===== src/hw/dlt_pkg.sv =====
package dlt_pkg;

  // ----------------------------------------------------------------
  // register byte offsets on the apb window
  // ----------------------------------------------------------------
  localparam logic [7:0] ADDR_CTRL = 8'h00;
  localparam logic [7:0] ADDR_MODE = 8'h04;
  localparam logic [7:0] ADDR_CLK = 8'h08;
  localparam logic [7:0] ADDR_A_LOW = 8'h0c;
  localparam logic [7:0] ADDR_A_HIGH = 8'h10;
  localparam logic [7:0] ADDR_B_LOW = 8'h14;
  localparam logic [7:0] ADDR_B_HIGH = 8'h18;
  localparam logic [7:0] ADDR_EXTCFG = 8'h1c;
  localparam logic [7:0] ADDR_INTEN = 8'h20;

  // ----------------------------------------------------------------
  // field positions
  // ----------------------------------------------------------------
  localparam int CTRL_B_FLAG = 7;
  localparam int CTRL_B_RUN = 6;
  localparam int CTRL_A_FLAG = 5;
  localparam int CTRL_A_RUN = 4;
  localparam int MODE_B_GATE = 7;
  localparam int MODE_B_CT = 6;
  localparam int MODE_B_LSB = 4;
  localparam int MODE_A_GATE = 3;
  localparam int MODE_A_CT = 2;
  localparam int MODE_A_LSB = 0;
  localparam int CLK_B_SYS = 3;
  localparam int CLK_A_SYS = 2;
  localparam int CLK_PRESC_LSB = 0;
  localparam int EXTCFG_A_POL = 0;
  localparam int EXTCFG_B_POL = 1;
  localparam int INTEN_A = 0;
  localparam int INTEN_B = 1;

  // synchroniser lanes
  localparam int PIN_EV_A = 0;
  localparam int PIN_EV_B = 1;
  localparam int PIN_GATE_A = 2;
  localparam int PIN_GATE_B = 3;
  localparam int PIN_EXT = 4;
  localparam int PIN_N = 5;

  // ----------------------------------------------------------------
  // reset values, encodings and divisors
  // ----------------------------------------------------------------
  localparam logic [7:0] RST_BYTE = 8'h00;
  localparam logic [1:0] MODE_13 = 2'b00;
  localparam logic [1:0] MODE_16 = 2'b01;
  localparam logic [1:0] MODE_RELOAD = 2'b10;
  localparam logic [1:0] MODE_SPLIT = 2'b11;
  localparam logic [1:0] PRESC_DIV12 = 2'b00;
  localparam logic [1:0] PRESC_DIV4 = 2'b01;
  localparam logic [1:0] PRESC_DIV48 = 2'b10;
  localparam logic [1:0] PRESC_EXT8 = 2'b11;
  localparam logic [5:0] DIV_12 = 6'h0c;
  localparam logic [5:0] DIV_4 = 6'h04;
  localparam logic [5:0] DIV_48 = 6'h30;
  localparam logic [2:0] EXT_DIV_LAST = 3'h7;

  // ----------------------------------------------------------------
  // carriers
  // ----------------------------------------------------------------
  typedef struct packed {
    logic psel;
    logic penable;
    logic pwrite;
    logic [7:0] paddr;
    logic [31:0] pwdata;
  } dlt_apb_req_s;

  typedef struct packed {
    logic [31:0] prdata;
    logic pready;
    logic pslverr;
  } dlt_apb_rsp_s;

  typedef struct packed {
    logic [7:0] low;
    logic [7:0] high;
    logic ovf;
  } dlt_step_s;

endpackage : dlt_pkg


===== src/hw/dlt_timers.sv =====
// The register addresses and register access over APB are this design's own decisions.
`timescale 1ns/1ps
// How it works
// - count event pin falling edges
// - count events up to quarter clock
// - 16-bit count as low/high bytes
// - 13-bit: high byte plus low five
// - 13-bit wrap sets flag, interrupt
// - select event, system or prescaled clock
// - outside split, advance only when run and gate
// - run bit never reloads count
// - timer b has own controls, polarity
// - 16-bit mode uses all bits
// - 8-bit reload from high byte
// - split: low byte uses a controls
// - split: high byte uses b run, flag
// - split: timer b flagless, runs by mode
// - timer b overflow always drives pulse
// - mode 3 stops timer b
// - interrupt only when enabled
// - timers configured independently
// - two-bit mode field encoding
// - prescale: /12, /4, /48, ext/8
// - flags cleared by software or vectoring
module dlt_timers
  import dlt_pkg::*;
(
  // clock and reset
  input wire logic clk,
  input wire logic reset,
  // register bus
  input wire dlt_apb_req_s apb_req,
  output dlt_apb_rsp_s apb_rsp,
  // pins, asynchronous to clk
  input wire logic timer_a_event_pin,
  input wire logic timer_b_event_pin,
  input wire logic gate_input_a,
  input wire logic gate_input_b,
  input wire logic ext_clk_pin,
  // processor vectoring acknowledge
  input wire logic isr_ack_a,
  input wire logic isr_ack_b,
  // interrupt and overflow outputs
  output logic irq_timer_a,
  output logic irq_timer_b,
  output logic timer_b_overflow_pulse
);

  // ----------------------------------------------------------------
  // count step shared by both timers
  // ----------------------------------------------------------------
  function automatic dlt_step_s dlt_step(input logic [1:0] mode, input logic [7:0] lo,
                                         input logic [7:0] hi);
    dlt_step_s r;
    logic [12:0] c13;
    logic [15:0] c16;
    r.low = lo;
    r.high = hi;
    r.ovf = 1'b0;
    c13 = {hi, lo[4:0]} + 13'h0001;
    c16 = {hi, lo} + 16'h0001;
    unique case (mode)
      MODE_13: begin
        r.high = c13[12:5];
        r.low = {lo[7:5], c13[4:0]};
        r.ovf = ({hi, lo[4:0]} == 13'h1fff);
      end
      MODE_16: begin
        r.high = c16[15:8];
        r.low = c16[7:0];
        r.ovf = ({hi, lo} == 16'hffff);
      end
      MODE_RELOAD: begin
        r.low = (lo == 8'hff) ? hi : lo + 8'h01;
        r.ovf = (lo == 8'hff);
      end
      MODE_SPLIT: begin
        r.low = lo + 8'h01;
        r.ovf = (lo == 8'hff);
      end
    endcase
    return r;
  endfunction : dlt_step

  // ----------------------------------------------------------------
  // state
  // ----------------------------------------------------------------
  logic [PIN_N-1:0] sync1_reg, sync2_reg, sync3_reg;
  logic [5:0] presc_cnt_reg;
  logic [2:0] ext_cnt_reg;
  logic run_a_reg, run_b_reg, flag_a_reg, flag_b_reg;
  logic flag_a_next, flag_b_next;
  logic [7:0] mode_reg, clk_ctl_reg;
  logic [1:0] ext_cfg_reg, int_en_reg;
  logic [7:0] a_low_reg, a_high_reg, b_low_reg, b_high_reg;
  logic irq_a_reg, irq_b_reg, b_ovf_reg;
  dlt_apb_rsp_s rsp_reg;

  // ----------------------------------------------------------------
  // apb decode
  // ----------------------------------------------------------------
  logic setup, wr_go;
  logic [7:0] wdat;
  logic [31:0] rd_data;
  logic addr_ok;
  assign setup = apb_req.psel & ~apb_req.penable;
  // writes land only on the completing access edge
  assign wr_go = apb_req.psel & apb_req.penable & apb_req.pwrite & rsp_reg.pready;
  assign wdat = apb_req.pwdata[7:0];

  // read mux and address check
  always_comb begin
    rd_data = 32'h0000_0000;
    addr_ok = 1'b1;
    unique case (apb_req.paddr)
      ADDR_CTRL: rd_data[7:0] = {flag_b_reg, run_b_reg, flag_a_reg, run_a_reg, 4'h0};
      ADDR_MODE: rd_data[7:0] = mode_reg;
      ADDR_CLK: rd_data[7:0] = clk_ctl_reg;
      ADDR_A_LOW: rd_data[7:0] = a_low_reg;
      ADDR_A_HIGH: rd_data[7:0] = a_high_reg;
      ADDR_B_LOW: rd_data[7:0] = b_low_reg;
      ADDR_B_HIGH: rd_data[7:0] = b_high_reg;
      ADDR_EXTCFG: rd_data[1:0] = ext_cfg_reg;
      ADDR_INTEN: rd_data[1:0] = int_en_reg;
      default: addr_ok = 1'b0;
    endcase
  end

  // no wait state: answer is prepared at the setup edge
  always_ff @(posedge clk) begin
    if (reset) begin
      rsp_reg <= '0;
    end else begin
      rsp_reg.pready <= setup;
      rsp_reg.pslverr <= setup & ~addr_ok;
      if (setup) begin
        rsp_reg.prdata <= rd_data;
      end
    end
  end

  // ----------------------------------------------------------------
  // pin synchronisers and edge detection
  // ----------------------------------------------------------------
  // first stage feeds only the second; edges compare stages two and three
  always_ff @(posedge clk) begin
    if (reset) begin
      sync1_reg <= '0;
      sync2_reg <= '0;
      sync3_reg <= '0;
    end else begin
      sync1_reg <= {ext_clk_pin, gate_input_b, gate_input_a, timer_b_event_pin,
                    timer_a_event_pin};
      sync2_reg <= sync1_reg;
      sync3_reg <= sync2_reg;
    end
  end

  logic fall_a, fall_b, ext_rise;
  // a level held two clocks is always seen, so quarter-rate events count
  assign fall_a = sync3_reg[PIN_EV_A] & ~sync2_reg[PIN_EV_A];
  assign fall_b = sync3_reg[PIN_EV_B] & ~sync2_reg[PIN_EV_B];
  assign ext_rise = ~sync3_reg[PIN_EXT] & sync2_reg[PIN_EXT];

  // ----------------------------------------------------------------
  // prescaler
  // ----------------------------------------------------------------
  logic [1:0] presc_sel;
  logic [5:0] presc_div;
  logic int_tick, ext_tick, presc_tick;
  assign presc_sel = clk_ctl_reg[CLK_PRESC_LSB +: 2];
  always_comb begin
    unique case (presc_sel)
      PRESC_DIV4: presc_div = DIV_4;
      PRESC_DIV48: presc_div = DIV_48;
      default: presc_div = DIV_12;
    endcase
  end
  // >= keeps the divider sane when the selection shrinks mid-count
  assign int_tick = (presc_cnt_reg >= presc_div - 6'h01);
  assign ext_tick = ext_rise & (ext_cnt_reg == EXT_DIV_LAST);
  assign presc_tick = (presc_sel == PRESC_EXT8) ? ext_tick : int_tick;

  always_ff @(posedge clk) begin
    if (reset || int_tick) begin
      presc_cnt_reg <= '0;
    end else begin
      presc_cnt_reg <= presc_cnt_reg + 6'h01;
    end
  end

  // external clock divided by eight, already on clk
  always_ff @(posedge clk) begin
    if (reset) begin
      ext_cnt_reg <= '0;
    end else if (ext_rise) begin
      ext_cnt_reg <= ext_cnt_reg + 3'h1;
    end
  end

  // ----------------------------------------------------------------
  // advance conditions
  // ----------------------------------------------------------------
  logic [1:0] mode_a, mode_b;
  logic split, gate_ok_a, gate_ok_b, tick_a, tick_ah, tick_b;
  logic en_a, en_b, adv_a, adv_ah, adv_b;
  assign mode_a = mode_reg[MODE_A_LSB +: 2];
  assign mode_b = mode_reg[MODE_B_LSB +: 2];
  assign split = (mode_a == MODE_SPLIT);
  // gate polarity: 1 means active high
  assign gate_ok_a = ~mode_reg[MODE_A_GATE]
                   | (sync2_reg[PIN_GATE_A] == ext_cfg_reg[EXTCFG_A_POL]);
  assign gate_ok_b = ~mode_reg[MODE_B_GATE]
                   | (sync2_reg[PIN_GATE_B] == ext_cfg_reg[EXTCFG_B_POL]);
  assign tick_a = mode_reg[MODE_A_CT] ? fall_a
                : (clk_ctl_reg[CLK_A_SYS] | presc_tick);
  // split high byte never counts pins
  assign tick_ah = clk_ctl_reg[CLK_A_SYS] | presc_tick;
  assign tick_b = (mode_reg[MODE_B_CT] & ~split) ? fall_b
                : (clk_ctl_reg[CLK_B_SYS] | presc_tick);
  assign en_a = run_a_reg & gate_ok_a;
  // in split, timer b runs purely by its mode
  assign en_b = split ? 1'b1 : (run_b_reg & gate_ok_b);
  assign adv_a = en_a & tick_a;
  assign adv_ah = split & run_b_reg & tick_ah;
  assign adv_b = (mode_b != MODE_SPLIT) & en_b & tick_b;

  dlt_step_s step_a, step_b;
  assign step_a = dlt_step(mode_a, a_low_reg, a_high_reg);
  assign step_b = dlt_step(mode_b, b_low_reg, b_high_reg);

  logic ovf_a_evt, ovf_ah_evt, ovf_b_evt, set_a, set_b;
  assign ovf_a_evt = adv_a & step_a.ovf;
  assign ovf_ah_evt = adv_ah & (a_high_reg == 8'hff);
  assign ovf_b_evt = adv_b & step_b.ovf;
  assign set_a = ovf_a_evt;
  assign set_b = split ? ovf_ah_evt : ovf_b_evt;

  // ----------------------------------------------------------------
  // count registers; a software write beats a count in the same cycle
  // ----------------------------------------------------------------
  always_ff @(posedge clk) begin
    if (reset) begin
      a_low_reg <= RST_BYTE;
      a_high_reg <= RST_BYTE;
    end else begin
      if (wr_go && apb_req.paddr == ADDR_A_LOW) begin
        a_low_reg <= wdat;
      end else if (adv_a) begin
        a_low_reg <= step_a.low;
      end
      if (wr_go && apb_req.paddr == ADDR_A_HIGH) begin
        a_high_reg <= wdat;
      end else if (split) begin
        if (adv_ah) begin
          a_high_reg <= a_high_reg + 8'h01;
        end
      end else if (adv_a) begin
        a_high_reg <= step_a.high;
      end
    end
  end

  always_ff @(posedge clk) begin
    if (reset) begin
      b_low_reg <= RST_BYTE;
      b_high_reg <= RST_BYTE;
    end else begin
      if (wr_go && apb_req.paddr == ADDR_B_LOW) begin
        b_low_reg <= wdat;
      end else if (adv_b) begin
        b_low_reg <= step_b.low;
      end
      if (wr_go && apb_req.paddr == ADDR_B_HIGH) begin
        b_high_reg <= wdat;
      end else if (adv_b) begin
        b_high_reg <= step_b.high;
      end
    end
  end

  // ----------------------------------------------------------------
  // control, mode and configuration registers
  // ----------------------------------------------------------------
  // run bits only gate counting; they never touch the count
  always_ff @(posedge clk) begin
    if (reset) begin
      run_a_reg <= 1'b0;
      run_b_reg <= 1'b0;
    end else if (wr_go && apb_req.paddr == ADDR_CTRL) begin
      run_a_reg <= wdat[CTRL_A_RUN];
      run_b_reg <= wdat[CTRL_B_RUN];
    end
  end

  always_ff @(posedge clk) begin
    if (reset) begin
      mode_reg <= RST_BYTE;
      clk_ctl_reg <= RST_BYTE;
      ext_cfg_reg <= '0;
      int_en_reg <= '0;
    end else if (wr_go) begin
      if (apb_req.paddr == ADDR_MODE) mode_reg <= wdat;
      if (apb_req.paddr == ADDR_CLK) clk_ctl_reg <= {4'h0, wdat[3:0]};
      if (apb_req.paddr == ADDR_EXTCFG) ext_cfg_reg <= wdat[1:0];
      if (apb_req.paddr == ADDR_INTEN) int_en_reg <= wdat[1:0];
    end
  end

  // ----------------------------------------------------------------
  // overflow flags: a hardware set wins over any clear
  // ----------------------------------------------------------------
  logic wr_ctrl;
  assign wr_ctrl = wr_go & (apb_req.paddr == ADDR_CTRL);
  always_comb begin
    flag_a_next = (wr_ctrl ? wdat[CTRL_A_FLAG] : flag_a_reg) & ~isr_ack_a;
    flag_b_next = (wr_ctrl ? wdat[CTRL_B_FLAG] : flag_b_reg) & ~isr_ack_b;
    flag_a_next = flag_a_next | set_a;
    flag_b_next = flag_b_next | set_b;
  end

  always_ff @(posedge clk) begin
    if (reset) begin
      flag_a_reg <= 1'b0;
      flag_b_reg <= 1'b0;
    end else begin
      flag_a_reg <= flag_a_next;
      flag_b_reg <= flag_b_next;
    end
  end

  // interrupts follow flags one clock later, masked by enables
  always_ff @(posedge clk) begin
    if (reset) begin
      irq_a_reg <= 1'b0;
      irq_b_reg <= 1'b0;
      b_ovf_reg <= 1'b0;
    end else begin
      irq_a_reg <= flag_a_reg & int_en_reg[INTEN_A];
      irq_b_reg <= flag_b_reg & int_en_reg[INTEN_B];
      b_ovf_reg <= ovf_b_evt;
    end
  end

  assign apb_rsp = rsp_reg;
  assign irq_timer_a = irq_a_reg;
  assign irq_timer_b = irq_b_reg;
  assign timer_b_overflow_pulse = b_ovf_reg;

  logic [15:0] cnt_a16, cnt_b16;
  assign cnt_a16 = {a_high_reg, a_low_reg};
  assign cnt_b16 = {b_high_reg, b_low_reg};
endmodule : dlt_timers


===== config.mk =====
export PLATFORM = sky130hd
export DESIGN_NAME = dlt_timers
export DESIGN_NICKNAME = d
export VERILOG_FILES = /design/src/hw/dlt_pkg.sv /design/src/hw/dlt_timers.sv
export SDC_FILE = /design/constraint.sdc
export NUM_CORES = 1
export LEC_CHECK = 0
export BUFFER_PORTS_ARGS = -buffer_cell sky130_fd_sc_hd__buf_2
export CORE_UTILIZATION = 46
export CTS_BUF_LIST = sky130_fd_sc_hd__clkbuf_8
export DETAILED_ROUTE_END_ITERATION = 10
export GPL_TIMING_DRIVEN = 0
export HOLD_SLACK_MARGIN = 0.02
export PLACE_DENSITY = 0.67
export REMOVE_ABC_BUFFERS = 1
export SKIP_CTS_REPAIR_TIMING = 1
export SYNTH_ARGS = -nofsm -noshare
export SYNTH_HDL_FRONTEND = slang
export SYNTH_SLANG_ARGS = --single-unit

===== constraint.sdc =====
create_clock -name clk -period 6.22 [get_ports clk]
set_input_delay 0.933 -clock clk [delete_from_list [all_inputs] [get_ports clk]]
set_output_delay 0.933 -clock clk [all_outputs]
set_load 0.05 [all_outputs]

==> results of run 1 <==
-- metrics by stage --
step | hold slack [ns] | worst slack (ns) | power (uW)
after floorplan | 0.414 | 3.05 | 639
after global placement | 0.416 | 2.48 | 679
after detailed placement | 0.420 | 2.42 | 680
after CTS | 0.440 | 2.81 | 1110
after global routing | 0.461 | 2.52 | 1140
final | 0.443 | 2.70 | 1100
-- where the power goes --
group	internal [uW]	switching, uW	leakage (uW)
clock	224	210	0.000116
sequential	564	3.23	0.000704
combinational	19.4	81.8	0.00125
total	807	295	0.00207
-- worst max-delay path, delay by kind of cell --
kind	cells	cell delay, ns
buffers and inverters	1	0.38
AND/OR/NAND/NOR	3	1.82
AO/OA/AOI/OAI	1	0.27
multiplexers	1	0.36
-- cell families after synthesis --
kind of cell               Yosys count
AOI/OAI and AO/OA                  162
xor gates and xnor gates            24
adders and majority gates           10
buffers and inverters               74
DFF                                 87
muxes                               35
other                                2
and+or+nand+nor                    234
-- how the worst min path moves through the flow --
stage	startpoint	end	slack (ns)
CTS	sync1_reg[3]	sync2_reg[3]	0.44
floorplan	sync1_reg[0]	sync2_reg[0]	0.41
global route	sync1_reg[4]	sync2_reg[4]	0.46
finish	sync1_reg[3]	sync2_reg[3]	0.44
detailed placement	sync1_reg[3]	sync2_reg[3]	0.42
global placement	sync1_reg[3]	sync2_reg[3]	0.42
-- cells in the mapped netlist, drive strengths merged (4+ instances only) --
library cell  instances  share of area, %
dfxtp                87                33
o21ai                23               2.3
or4                   6              0.92
o211ai                6              0.95
nand3                31               3.4
a311oi                7               1.2
nor2                 63               4.5
nor4                  8               1.8
nand4                 7              0.83
nand3b                4              0.57
a31oi                 6              0.71
a22oi                 8               1.1
xor2                  9               1.5
mux2                 10               2.1
nand2                50               3.6
nor2b                22               2.6
ha                   10               2.4
o21a                  6              0.85
o31ai                 5              0.71
mux2i                24               4.5
xnor2                15               2.5
nand2b                8              0.95
buf                  33               4.4
a221oi               11               2.2
a211oi               14               2.1
a21oi                43               4.1
nor3                 11               1.0
clkbuf               32               3.2
and3                 12               1.4
inv                   7              0.50
-- final cells by class --
type                       instances  share of cell area [%]
inverter                           9                   0.608
sequential                        87                    31.4
tap                              140                    3.15
clock inverter                     7                    1.62
timing repair buffer              40                    3.60
multi-input combinational        490                    57.4
clock buffer                       9                    2.23
-- layer usage --
metal | vias up | GRT usage [%] | share of wire (%)
met5 | - | 0 | 0
met4 | 0 | 12.4 | 3.7
met3 | 40 | 5.68 | 7.1
met2 | 211 | 38.9 | 44
met1 | 2260 | 34.3 | 45
li1 | 2282 | - | -
==> impl_results.md, run 1 <==
- Maximum fanout along the worst path: 23
- Number of global-route vias before repair: 4,386
- Core outline area: 11,000 um^2
- Cell Rows: 38
- Synthesis-to-finish area growth: 5.16%
- Xor-xnor portion of the synthesized cell area: 3.98%
- Worst setup startpoint: apb_req[34]
- Worst slew slack as a fraction of its limit: 11.1%
- Proportion of synthesized area in mux cells: 7.11%
- Power per cell area: 198 nW/um^2
- Detailed Route Iter0 Violations: 401
- Detail Placement HPWL: 10,200 um
- Number of antenna-violating nets in the routed design: 0
- Fraction of the yosys area taken by sequential cells: 33.0%
- Area of the mapped netlist: 5280 um^2
- Vias per inst: 6.13
- Antenna diodes: 0
- Clock slew at the register clock pins of the worst setup and hold paths: 0.08 ns
- Final critical-path share of the clock period: 56.5%
- Count of state elements after synthesis: 87
- Unrepaired setup endpoints after global routing: no
- Clock root buffer master: sky130_fd_sc_hd__clkbuf_8
- Max-cap viol count: 0
- Number of CTS-inserted buffers: 9
- H-tree lvl count: 3
- Setup crit end kind: flop
- Nature of the critical path startpoint: primary input
- Area of the multi-input gates: 3190 um^2
- Clock tree from TritonCTS: built
- Setup Crit Path Kind: in -> reg
- Post-synth EDFFs: 0
- Antenna violations before repair: 0
- Worst-skew pair later-pin latency: 0.37 ns
- Outcome: finished clean
- Final count of hold timing violations: 0
- Flip-flop count of the largest register after layout: 10
- Shortest clock period the worst path allows after layout: 3.52 ns
- Number of non-filler instances in the completed layout: 782
- Global-route wire length before repair: 23,100 um
- Count of buffers from port buffering: 40
- Post-Syn Instances: 628
- Instance count along the most critical hold path: 1
- Max rail drop VDD: 0.168 mV
- Crit path largest cell delay: 1.09 ns
- Slowest library cell on the worst path: sky130_fd_sc_hd__nor2b_1
- Die width: 109 um
- Final number of max-transition violations: 0
- Commonest cells after routing, fill and taps aside: sky130_fd_sc_hd__dfxtp_1, sky130_fd_sc_hd__nor2_1, sky130_fd_sc_hd__nand2_1
- Total grt overflow: 0
- Final non-filler cell area: 5560 um^2
- Routability-driven placement congestion ratio: 0.901
- Max Clock Freq: 284 MHz
- Worst endpoint data arrival time: 3.78 ns
- Setup clock skew after layout: 0.0174 ns
- Sequential standard cell area: 1740 um^2
- Setup total negative slack: 0 ns
- Synth async-reset ratio: 0%
- Number of cells traversed by the worst register-to-register path: 8
- Post-detailed-placement cell area: 5340 um^2
- Post-route DRC violation count: 0
- Slew at the pin closest to its max-slew limit: 1.33 ns
- Filler Cell Count: 1,061
- CP Data Required Time: 6.48 ns
- Ordered list of cells on the worst path: buf_2, nor2b_1, nand2_1, mux2i_1, nor3_1, a31o_2
- Class of the tightest hold or removal check: reg -> reg
- Most frequent standard cell in the layout excluding fill and tap cells: sky130_fd_sc_hd__dfxtp_1
- Number of vias after detailed routing: 4,793
- Dominant combinational cell family by area after synthesis: simple AND/OR/NAND/NOR gates
- Leakage power: 0.00207 uW
- Ratio of cells with drive above 1 in the final layout: 13.2%
- Number of top-level pins: 89
- Routed wire length per instance: 18.7 um
- Total number of nets in the final design: 699
- Maximum number of pins on one net before global-route repair: 73
- Capture point of the worst path: b_low_reg[7]
- RR Endpoint: flag_b_reg
- Compound-cell area share of the yosys netlist: 21.7%
- Distinct cells, synth: 76
- Total routing usage reported by global routing: 25.7%
- Initial Utilization: 47.9%
- Dominant register cell in the synthesized netlist: sky130_fd_sc_hd__dfxtp_1
- Post-synthesis simple-gate area fraction: 23.4%
- Register-to-register setup slack: 3.21 ns
- Die H: 109 um
- Final setup viols: 0
- Die outline area: 11,900 um^2
- Post-detailed-routing wire length: 14,600 um
- Yosys Warn Count: 0
- Core occupancy in the finished layout: 50.4%
- Detailed-routing iteration count for the pre-antenna-repair pass: 5
- Number of clock sinks: 87
- Placed Instances: 766
- Adder-cell area share of the yosys netlist: 2.37%
- Reg2Reg Launch Point: clk_ctl_reg[1]
- Mapped Avg Cell Area: 8.41 um^2
- Clock Path Buffers: 2
No activity file was read; power rests on OpenSTA's default activity.
==> run 2: changes to the inputs <==
--- a/config.mk
+++ b/config.mk
@@ -5,13 +5,14 @@
 export SDC_FILE = /design/constraint.sdc
 export NUM_CORES = 1
 export LEC_CHECK = 0
+export ABC_AREA = 1
 export BUFFER_PORTS_ARGS = -buffer_cell sky130_fd_sc_hd__buf_2
 export CORE_UTILIZATION = 46
 export CTS_BUF_LIST = sky130_fd_sc_hd__clkbuf_8
 export DETAILED_ROUTE_END_ITERATION = 10
 export GPL_TIMING_DRIVEN = 0
 export HOLD_SLACK_MARGIN = 0.02
-export PLACE_DENSITY = 0.67
+export PLACE_DENSITY = 0.7
 export REMOVE_ABC_BUFFERS = 1
 export SKIP_CTS_REPAIR_TIMING = 1
 export SYNTH_ARGS = -nofsm -noshare
==> constraint.sdc (replaced) <==
create_clock -name clk -period 2.8 [get_ports clk]
set_input_delay 0.42 -clock clk [delete_from_list [all_inputs] [get_ports clk]]
set_output_delay 0.42 -clock clk [all_outputs]
set_load 0.05 [all_outputs]
==> run 2 against run 1 <==
Net effect:
- register-to-register slack lost 2.8 ns
- sequential share of layout area is 2.1 points lower
- clock power increased by 110%
- setup slack worse by 2.3 ns
- flip-flop and latch count did not move
- cell count up 33%
- power rose by 110%
- first-iteration DRC count is 15% higher
- synthesized cell count rose by 37%
- highest routed layer unchanged
- the run now ends with DRC left
- combinational power increased by 93%
- global-route usage grew 0.12 points
==> impl_results.md, run 2 <==
- Outcome: complete, but fails checks (was finished clean)
- Violated checks: DRC
- Max Clock Freq: 415 MHz
- Setup crit end kind: flop (unchanged)
- Area of the mapped netlist: 5570 um^2 (was 5280 um^2)
- Class of the tightest hold or removal check: in -> reg (was reg -> reg)
- Setup Crit Path Kind: reg -> reg (was in -> reg)
- Maximum number of pins on one net before global-route repair: 50 (was 73)
- Leading post-synthesis cells by cell area: sky130_fd_sc_hd__dfxtp_1, sky130_fd_sc_hd__nand2_1, sky130_fd_sc_hd__inv_1, sky130_fd_sc_hd__a21oi_1, sky130_fd_sc_hd__nand3_1 (was sky130_fd_sc_hd__dfxtp_1, sky130_fd_sc_hd__mux2i_1, sky130_fd_sc_hd__nor2_1, sky130_fd_sc_hd__a21oi_1, sky130_fd_sc_hd__nand2_1)
- Cell taking the most area after synthesis: sky130_fd_sc_hd__dfxtp_1 (unchanged)
- Worst setup startpoint: b_low_reg[0] (was apb_req[34])
- Total grt overflow: 0 (unchanged)
- H-tree lvl count: 3 (unchanged)
- Detailed Route Iter0 Violations: 460 (was 401)
- Clock Path Buffers: 2 (unchanged)
- Max rail drop VDD: 0.327 mV (was 0.168 mV)
- Reg2Reg Launch Point: b_low_reg[0] (was clk_ctl_reg[1])
- Commonest cells after routing, fill and taps aside: sky130_fd_sc_hd__nand2_1, sky130_fd_sc_hd__inv_1, sky130_fd_sc_hd__dfxtp_1 (was sky130_fd_sc_hd__dfxtp_1, sky130_fd_sc_hd__nor2_1, sky130_fd_sc_hd__nand2_1)
- Final non-filler cell area: 5950 um^2 (was 5560 um^2)
- Shortest clock period the worst path allows after layout: 2.41 ns
- Number of vias after detailed routing: 5,608 (was 4,793)
- RR Endpoint: b_low_reg[3] (was flag_b_reg)
- Antenna diodes: 0 (unchanged)
- Total routing usage reported by global routing: 25.8% (was 25.7%)
- Dominant register cell in the synthesized netlist: sky130_fd_sc_hd__dfxtp_1 (unchanged)
- Number of CTS-inserted buffers: 9 (unchanged)
- Post-route DRC violation count: 3 (was 0)
- Antenna violations before repair: 0 (unchanged)
- Power per cell area: 395 nW/um^2 (was 198 nW/um^2)
- Capture point of the worst path: b_low_reg[3] (was b_low_reg[7])
- Synthesis-to-finish area growth: 6.76% (was 5.16%)
- Setup clock skew after layout: 0.0172 ns (was 0.0174 ns)
- Flip-flop count of the largest register after layout: 10 (unchanged)
- Hold path startpoint: timer_a_event_pin (was sync1_reg[3])
- Clock tree from TritonCTS: built (unchanged)
- Placed Instances: 1,023 (was 766)
- Post-synth EDFFs: 0 (unchanged)
- Routed wire length per instance: 15.0 um (was 18.7 um)
- Count of state elements after synthesis: 87 (unchanged)
- Detail Placement HPWL: 11,800 um (was 10,200 um)
- Post-detailed-routing wire length: 15,600 um (was 14,600 um)
- Final critical-path share of the clock period: 86.0%
- Area fraction of the dominant cell type after synthesis: 31.3% (was 33.0%)
- Setup total negative slack: 0 ns (unchanged)
- Register-to-register setup slack: 0.39 ns (was 3.21 ns)
- Detailed-routing iteration count for the pre-antenna-repair pass: 8 (was 5)
- Post-detailed-placement cell area: 5750 um^2 (was 5340 um^2)
- Top post-synthesis cells by count: sky130_fd_sc_hd__nand2_1, sky130_fd_sc_hd__inv_1, sky130_fd_sc_hd__dfxtp_1, sky130_fd_sc_hd__nor2_1, sky130_fd_sc_hd__a21oi_1 (was sky130_fd_sc_hd__dfxtp_1, sky130_fd_sc_hd__nor2_1, sky130_fd_sc_hd__nand2_1, sky130_fd_sc_hd__a21oi_1, sky130_fd_sc_hd__nand3_1)
- Die outline area: 12,600 um^2 (was 11,900 um^2)
- Unrepaired setup endpoints after global routing: no (unchanged)
- Worst-skew pair later-pin latency: 0.38 ns (was 0.37 ns)
- Nature of the critical path startpoint: flop (was primary input)
- Number of cells traversed by the worst register-to-register path: 9 (was 8)
- Initial Utilization: 48.0% (was 47.9%)
- Die width: 112 um (was 109 um)
- Maximum fanout along the worst path: 12 (was 23)
- Vias per inst: 5.40 (was 6.13)
- Post-Syn Instances: 859 (was 628)
- Worst endpoint data arrival time: 2.71 ns (was 3.78 ns)
- Clock root buffer master: sky130_fd_sc_hd__clkbuf_8 (unchanged)
- Global-route wire length before repair: 25,400 um (was 23,100 um)
- CP Data Required Time: 3.10 ns (was 6.48 ns)
- Routability-driven placement congestion ratio: 0.967 (was 0.901)
- Max-cap viol count: 0 (unchanged)
- Count of buffers from port buffering: 40 (unchanged)
- Number of antenna-violating nets in the routed design: 0 (unchanged)
- Number of non-filler instances in the completed layout: 1,039 (was 782)
- Clock slew at the register clock pins of the worst setup and hold paths: 0.10 ns (was 0.08 ns)
- Final number of max-transition violations: 0 (unchanged)
- Final count of hold timing violations: 0 (unchanged)
- Most frequent standard cell in the layout excluding fill and tap cells: sky130_fd_sc_hd__nand2_1 (was sky130_fd_sc_hd__dfxtp_1)
- Cell Rows: 39 (was 38)
- Number of global-route vias before repair: 5,020 (was 4,386)
- Synth async-reset ratio: 0% (unchanged)
- Core outline area: 11,600 um^2 (was 11,000 um^2)
- Slew at the pin closest to its max-slew limit: 1.06 ns (was 1.33 ns)
- Total number of nets in the final design: 953 (was 699)
- Most common cell in the netlist: sky130_fd_sc_hd__nand2_1 (was sky130_fd_sc_hd__dfxtp_1)
- Leakage power: 0.00258 uW (was 0.00207 uW)
- Mapped Avg Cell Area: 6.49 um^2 (was 8.41 um^2)
- Number of top-level pins: 89 (unchanged)
- Yosys Warn Count: 0 (unchanged)
- Ratio of cells with drive above 1 in the final layout: 12.3% (was 13.2%)
- Number of clock sinks: 87 (unchanged)
- Fraction of the yosys area taken by sequential cells: 31.3% (was 33.0%)
- Distinct cells, synth: 42 (was 76)
- Worst slew slack as a fraction of its limit: 29.6% (was 11.1%)
- Die H: 112 um (was 109 um)
- Final setup viols: 0 (unchanged)
[run 2: area by class of cell]
| type | count | area, um^2 |
|---|---|---|
| clock inverters | 7 | 76.3 |
| flip-flops and latches | 87 | 1740 |
| well taps | 143 | 179 |
| fillers | 1229 | 5660 |
| repair buffers | 40 | 200 |
| inverters | 115 | 434 |
| multi-input cells | 638 | 3190 |
| clock buffers | 9 | 124 |
[run 2: report_power, final]
group / leakage, uW / switching, uW / internal, uW
sequential: 0.000704 / 8.14 / 1250
combinational: 0.00178 / 161 / 34.3
clock: 0.0000935 / 548 / 348
[run 2: layer usage]
metal	global-route usage (%)	vias to the layer above	wire [um]
li1	-	2828	-
met1	36.6	2513	7180
met2	40.0	243	6820
met3	4.10	24	1230
met4	8.44	0	314
met5	0	-	0
[run 2: worst min path at each step]
| stage | endpoint | slack [ns] | depth (start not counted) |
|---|---|---|---|
| 2_1_floorplan | sync2_reg[0] | 0.39 | 2 |
| 3_3_place_gp | sync2_reg[3] | 0.39 | 2 |
| 3_5_place_dp | sync2_reg[2] | 0.39 | 2 |
| 4_1_cts | sync1_reg[0] | 0.22 | 3 |
| 5_1_grt | sync1_reg[0] | 0.22 | 3 |
| 6_report | sync1_reg[0] | 0.23 | 3 |
[run 2: worst max-delay path, cell delays in order (launching register included)]
cell	delay [ns]
sky130_fd_sc_hd__dfxtp_1	0.45
sky130_fd_sc_hd__ha_1	0.36
sky130_fd_sc_hd__nand3_1	0.16
sky130_fd_sc_hd__nor2_2	0.22
sky130_fd_sc_hd__nand4_1	0.45
sky130_fd_sc_hd__o21ai_0	0.20
sky130_fd_sc_hd__o21ai_0	0.11
sky130_fd_sc_hd__o21ai_0	0.20
sky130_fd_sc_hd__nand2_1	0.08
sky130_fd_sc_hd__a21oi_1	0.11
[run 2: cells by family after synthesis]
| logic type | Yosys count | synth area share, % |
|---|---|---|
| simple gates | 419 | 34.6 |
| compound gates | 173 | 17.0 |
| buf+inv | 157 | 13.0 |
| flops | 87 | 31.3 |
| xor+xnor | 11 | 1.73 |
| fa+ha+maj | 10 | 2.25 |
| other cells | 2 | 0.135 |
[run 2: stage by stage]
stage	hold WS [ns]	power, uW	worst slack (ns)	utilization, %
floorplan	0.388	1420	0.948	-
global placement	0.388	1480	0.101	49.5
detailed placement	0.393	1480	0.136	49.5
CTS	0.220	2370	0.478	51.2
global route	0.223	2440	0.111	51.2
finish	0.235	2350	0.393	51.2
==> run 3: changes to the inputs <==
--- a/config.mk
+++ b/config.mk
@@ -7,6 +7,7 @@
 export LEC_CHECK = 0
 export ABC_AREA = 1
 export BUFFER_PORTS_ARGS = -buffer_cell sky130_fd_sc_hd__buf_2
+export CORE_ASPECT_RATIO = 0.8
 export CORE_UTILIZATION = 46
 export CTS_BUF_LIST = sky130_fd_sc_hd__clkbuf_8
 export DETAILED_ROUTE_END_ITERATION = 10
==> run 3 against run 2 <==
Net effect:
- the run now ends clean
- flip-flop and latch count did not move
- largest power group unchanged
- setup slack improved by 0.065 ns
- power is 0.45% higher
- largest cell class unchanged
- critical path type unchanged
- highest routed layer unchanged
- sequential share of layout area is essentially flat
- global-route usage decreased by 0.057 points
- register-to-register slack better by 0.07 ns
==> impl_results.md, run 3 (synthesized netlist as in run 2, its figures left out) <==
- Final total power: 2360 uW (was 2350 uW)
- Nature of the critical path startpoint: flop (unchanged)
- Post-detailed-routing wire length: 15,900 um (was 15,600 um)
- Slew at the pin closest to its max-slew limit: 0.996 ns (was 1.06 ns)
- Detail Placement HPWL: 12,200 um (was 11,800 um)
- Post-route DRC violation count: 0 (was 3)
- H-tree lvl count: 3 (unchanged)
- Leakage power: 0.00258 uW (about the same)
- Setup clock skew after layout: 0.0130 ns (was 0.0172 ns)
- Core outline area: 11,600 um^2 (about the same)
- Antenna diodes: 0 (unchanged)
- Die H: 100 um (was 112 um)
- Final critical-path share of the clock period: 83.6% (was 86.0%)
- Outcome: finished clean (was complete, but fails checks)
- Antenna violations before repair: 0 (unchanged)
- Clock share of power: 38.4% (was 38.1%)
- Number of antenna-violating nets in the routed design: 0 (unchanged)
- Unrepaired setup endpoints after global routing: no (unchanged)
- CP Data Required Time: 3.10 ns (about the same)
- Shortest clock period the worst path allows after layout: 2.34 ns (was 2.41 ns)
- Worst hold slack: 0.231 ns (was 0.235 ns)
- Number of clock sinks: 87 (unchanged)
- Number of CTS-inserted buffers: 9 (unchanged)
- Clock root buffer master: sky130_fd_sc_hd__clkbuf_8 (unchanged)
- Commonest cells after routing, fill and taps aside: sky130_fd_sc_hd__nand2_1, sky130_fd_sc_hd__inv_1, sky130_fd_sc_hd__dfxtp_1 (unchanged)
- Detailed-routing iteration count for the pre-antenna-repair pass: 8 (unchanged)
- Number of global-route vias before repair: 4,733 (was 5,020)
- Clock Path Buffers: 2 (unchanged)
- Routability-driven placement congestion ratio: 0.957 (was 0.967)
- Max-cap viol count: 0 (unchanged)
- Setup crit end kind: flop (unchanged)
- Vias per inst: 5.38 (was 5.40)
- Combinational share of power: 8.3% (about the same)
- Die outline area: 12,600 um^2 (about the same)
- Initial Utilization: 47.8% (was 48.0%)
- Maximum number of pins on one net before global-route repair: 50 (unchanged)
- Detailed Route Iter0 Violations: 659 (was 460)
- Class of the tightest hold or removal check: in -> reg (unchanged)
- Final count of hold timing violations: 0 (unchanged)
- Setup Crit Path Kind: reg -> reg (unchanged)
- Flip-flop count of the largest register after layout: 10 (unchanged)
- Register share of total power: 53.3% (was 53.6%)
- Clock tree from TritonCTS: built (unchanged)
- Worst endpoint data arrival time: 2.65 ns (was 2.71 ns)
- Worst slew slack as a fraction of its limit: 33.5% (was 29.6%)
- Cell Rows: 35 (was 39)
- Clock slew at the register clock pins of the worst setup and hold paths: 0.10 ns (about the same)
- Total number of nets in the final design: 953 (unchanged)
- Max rail drop VDD: 0.330 mV (was 0.327 mV)
- Count of buffers from port buffering: 40 (unchanged)
- Global-route wire length before repair: 25,000 um (was 25,400 um)
- Number of vias after detailed routing: 5,615 (was 5,608)
- Final setup viols: 0 (unchanged)
- Routed wire length per instance: 15.2 um (was 15.0 um)
- Power per cell area: 397 nW/um^2 (was 395 nW/um^2)
- Most frequent standard cell in the layout excluding fill and tap cells: sky130_fd_sc_hd__nand2_1 (unchanged)
- Worst-skew pair later-pin latency: 0.39 ns (was 0.38 ns)
- Share of total power consumed by net switching: 29.9% (was 30.5%)
- Net load switching power: 705 uW (was 717 uW)
- Max Clock Freq: 427 MHz (was 415 MHz)
- Die width: 125 um (was 112 um)
- Number of cells traversed by the worst register-to-register path: 9 (unchanged)
- Ratio of cells with drive above 1 in the final layout: 12.3% (unchanged)
- Final number of max-transition violations: 0 (unchanged)
- Setup total negative slack: 0 ns (unchanged)
- Synthesis-to-finish area growth: 6.78% (was 6.76%)
- Total routing usage reported by global routing: 25.7% (was 25.8%)
- Total grt overflow: 0 (unchanged)
- Design internal power: 1660 uW (was 1630 uW)
- Number of top-level pins: 89 (unchanged)
- Instance count along the most critical hold path: 3 (unchanged)
- Maximum fanout along the worst path: 12 (unchanged)
[run 3: path summary, 6_finish.rpt]
kind | start | endpoint | slack, ns
hold reg to reg | sync1_reg[4] | sync2_reg[4] | 0.41
setup / recovery | b_low_reg[0] | b_low_reg[3] | 0.46
setup reg to reg | b_low_reg[0] | b_low_reg[3] | 0.46
hold / removal | gate_input_b | sync1_reg[3] | 0.23
[run 3: stage by stage]
| stage | setup WS, ns | instances | util (%) | instance area (um^2) |
|---|---|---|---|---|
| global placement | 0.133 | 1028 | 49.4 | 5760 |
| global route | 0.231 | 1044 | 51.1 | 5950 |
| CTS | 0.526 | 1044 | 51.1 | 5950 |
| floorplan | 0.948 | 840 | - | 5370 |
| finish | 0.458 | 1044 | 51.1 | 5950 |
| detailed placement | 0.164 | 1028 | 49.4 | 5760 |
[run 3: metal layers]
layer | up-vias | track usage, % | share of wire, %
met5 | - | 0 | 0
li1 | 2821 | - | -
met3 | 19 | 6.18 | 11
met2 | 279 | 35.8 | 40
met1 | 2496 | 39.0 | 48
met4 | 0 | 6.75 | 1.1
[run 3: critical path, stage by stage, from the launching register on]
cell                      delay [ns]
sky130_fd_sc_hd__dfxtp_1        0.42
sky130_fd_sc_hd__ha_1           0.35
sky130_fd_sc_hd__nand3_1        0.16
sky130_fd_sc_hd__nor2_2         0.22
sky130_fd_sc_hd__nand4_1        0.45
sky130_fd_sc_hd__o21ai_0        0.20
sky130_fd_sc_hd__o21ai_0        0.09
sky130_fd_sc_hd__o21ai_0        0.19
sky130_fd_sc_hd__nand2_1        0.07
sky130_fd_sc_hd__a21oi_1        0.11
[run 3: power by group through the flow]
stage | registers (uW) | logic, uW | clock network [uW]
floorplan | 1290 | 125 | 0
global placement | 1290 | 194 | 0
detailed placement | 1290 | 195 | 0
CTS | 1260 | 195 | 916
global route | 1260 | 211 | 967
finish | 1260 | 197 | 906
[run 3: final cells by class]
class,instances,area [um^2]
Fill cell,1264,5700
Multi-Input combinational cell,638,3190
Sequential cell,87,1740
Inverter,115,434
Timing Repair Buffer,40,200
Tap cell,148,185
Clock buffer,10,138
Clock inverter,6,57.6
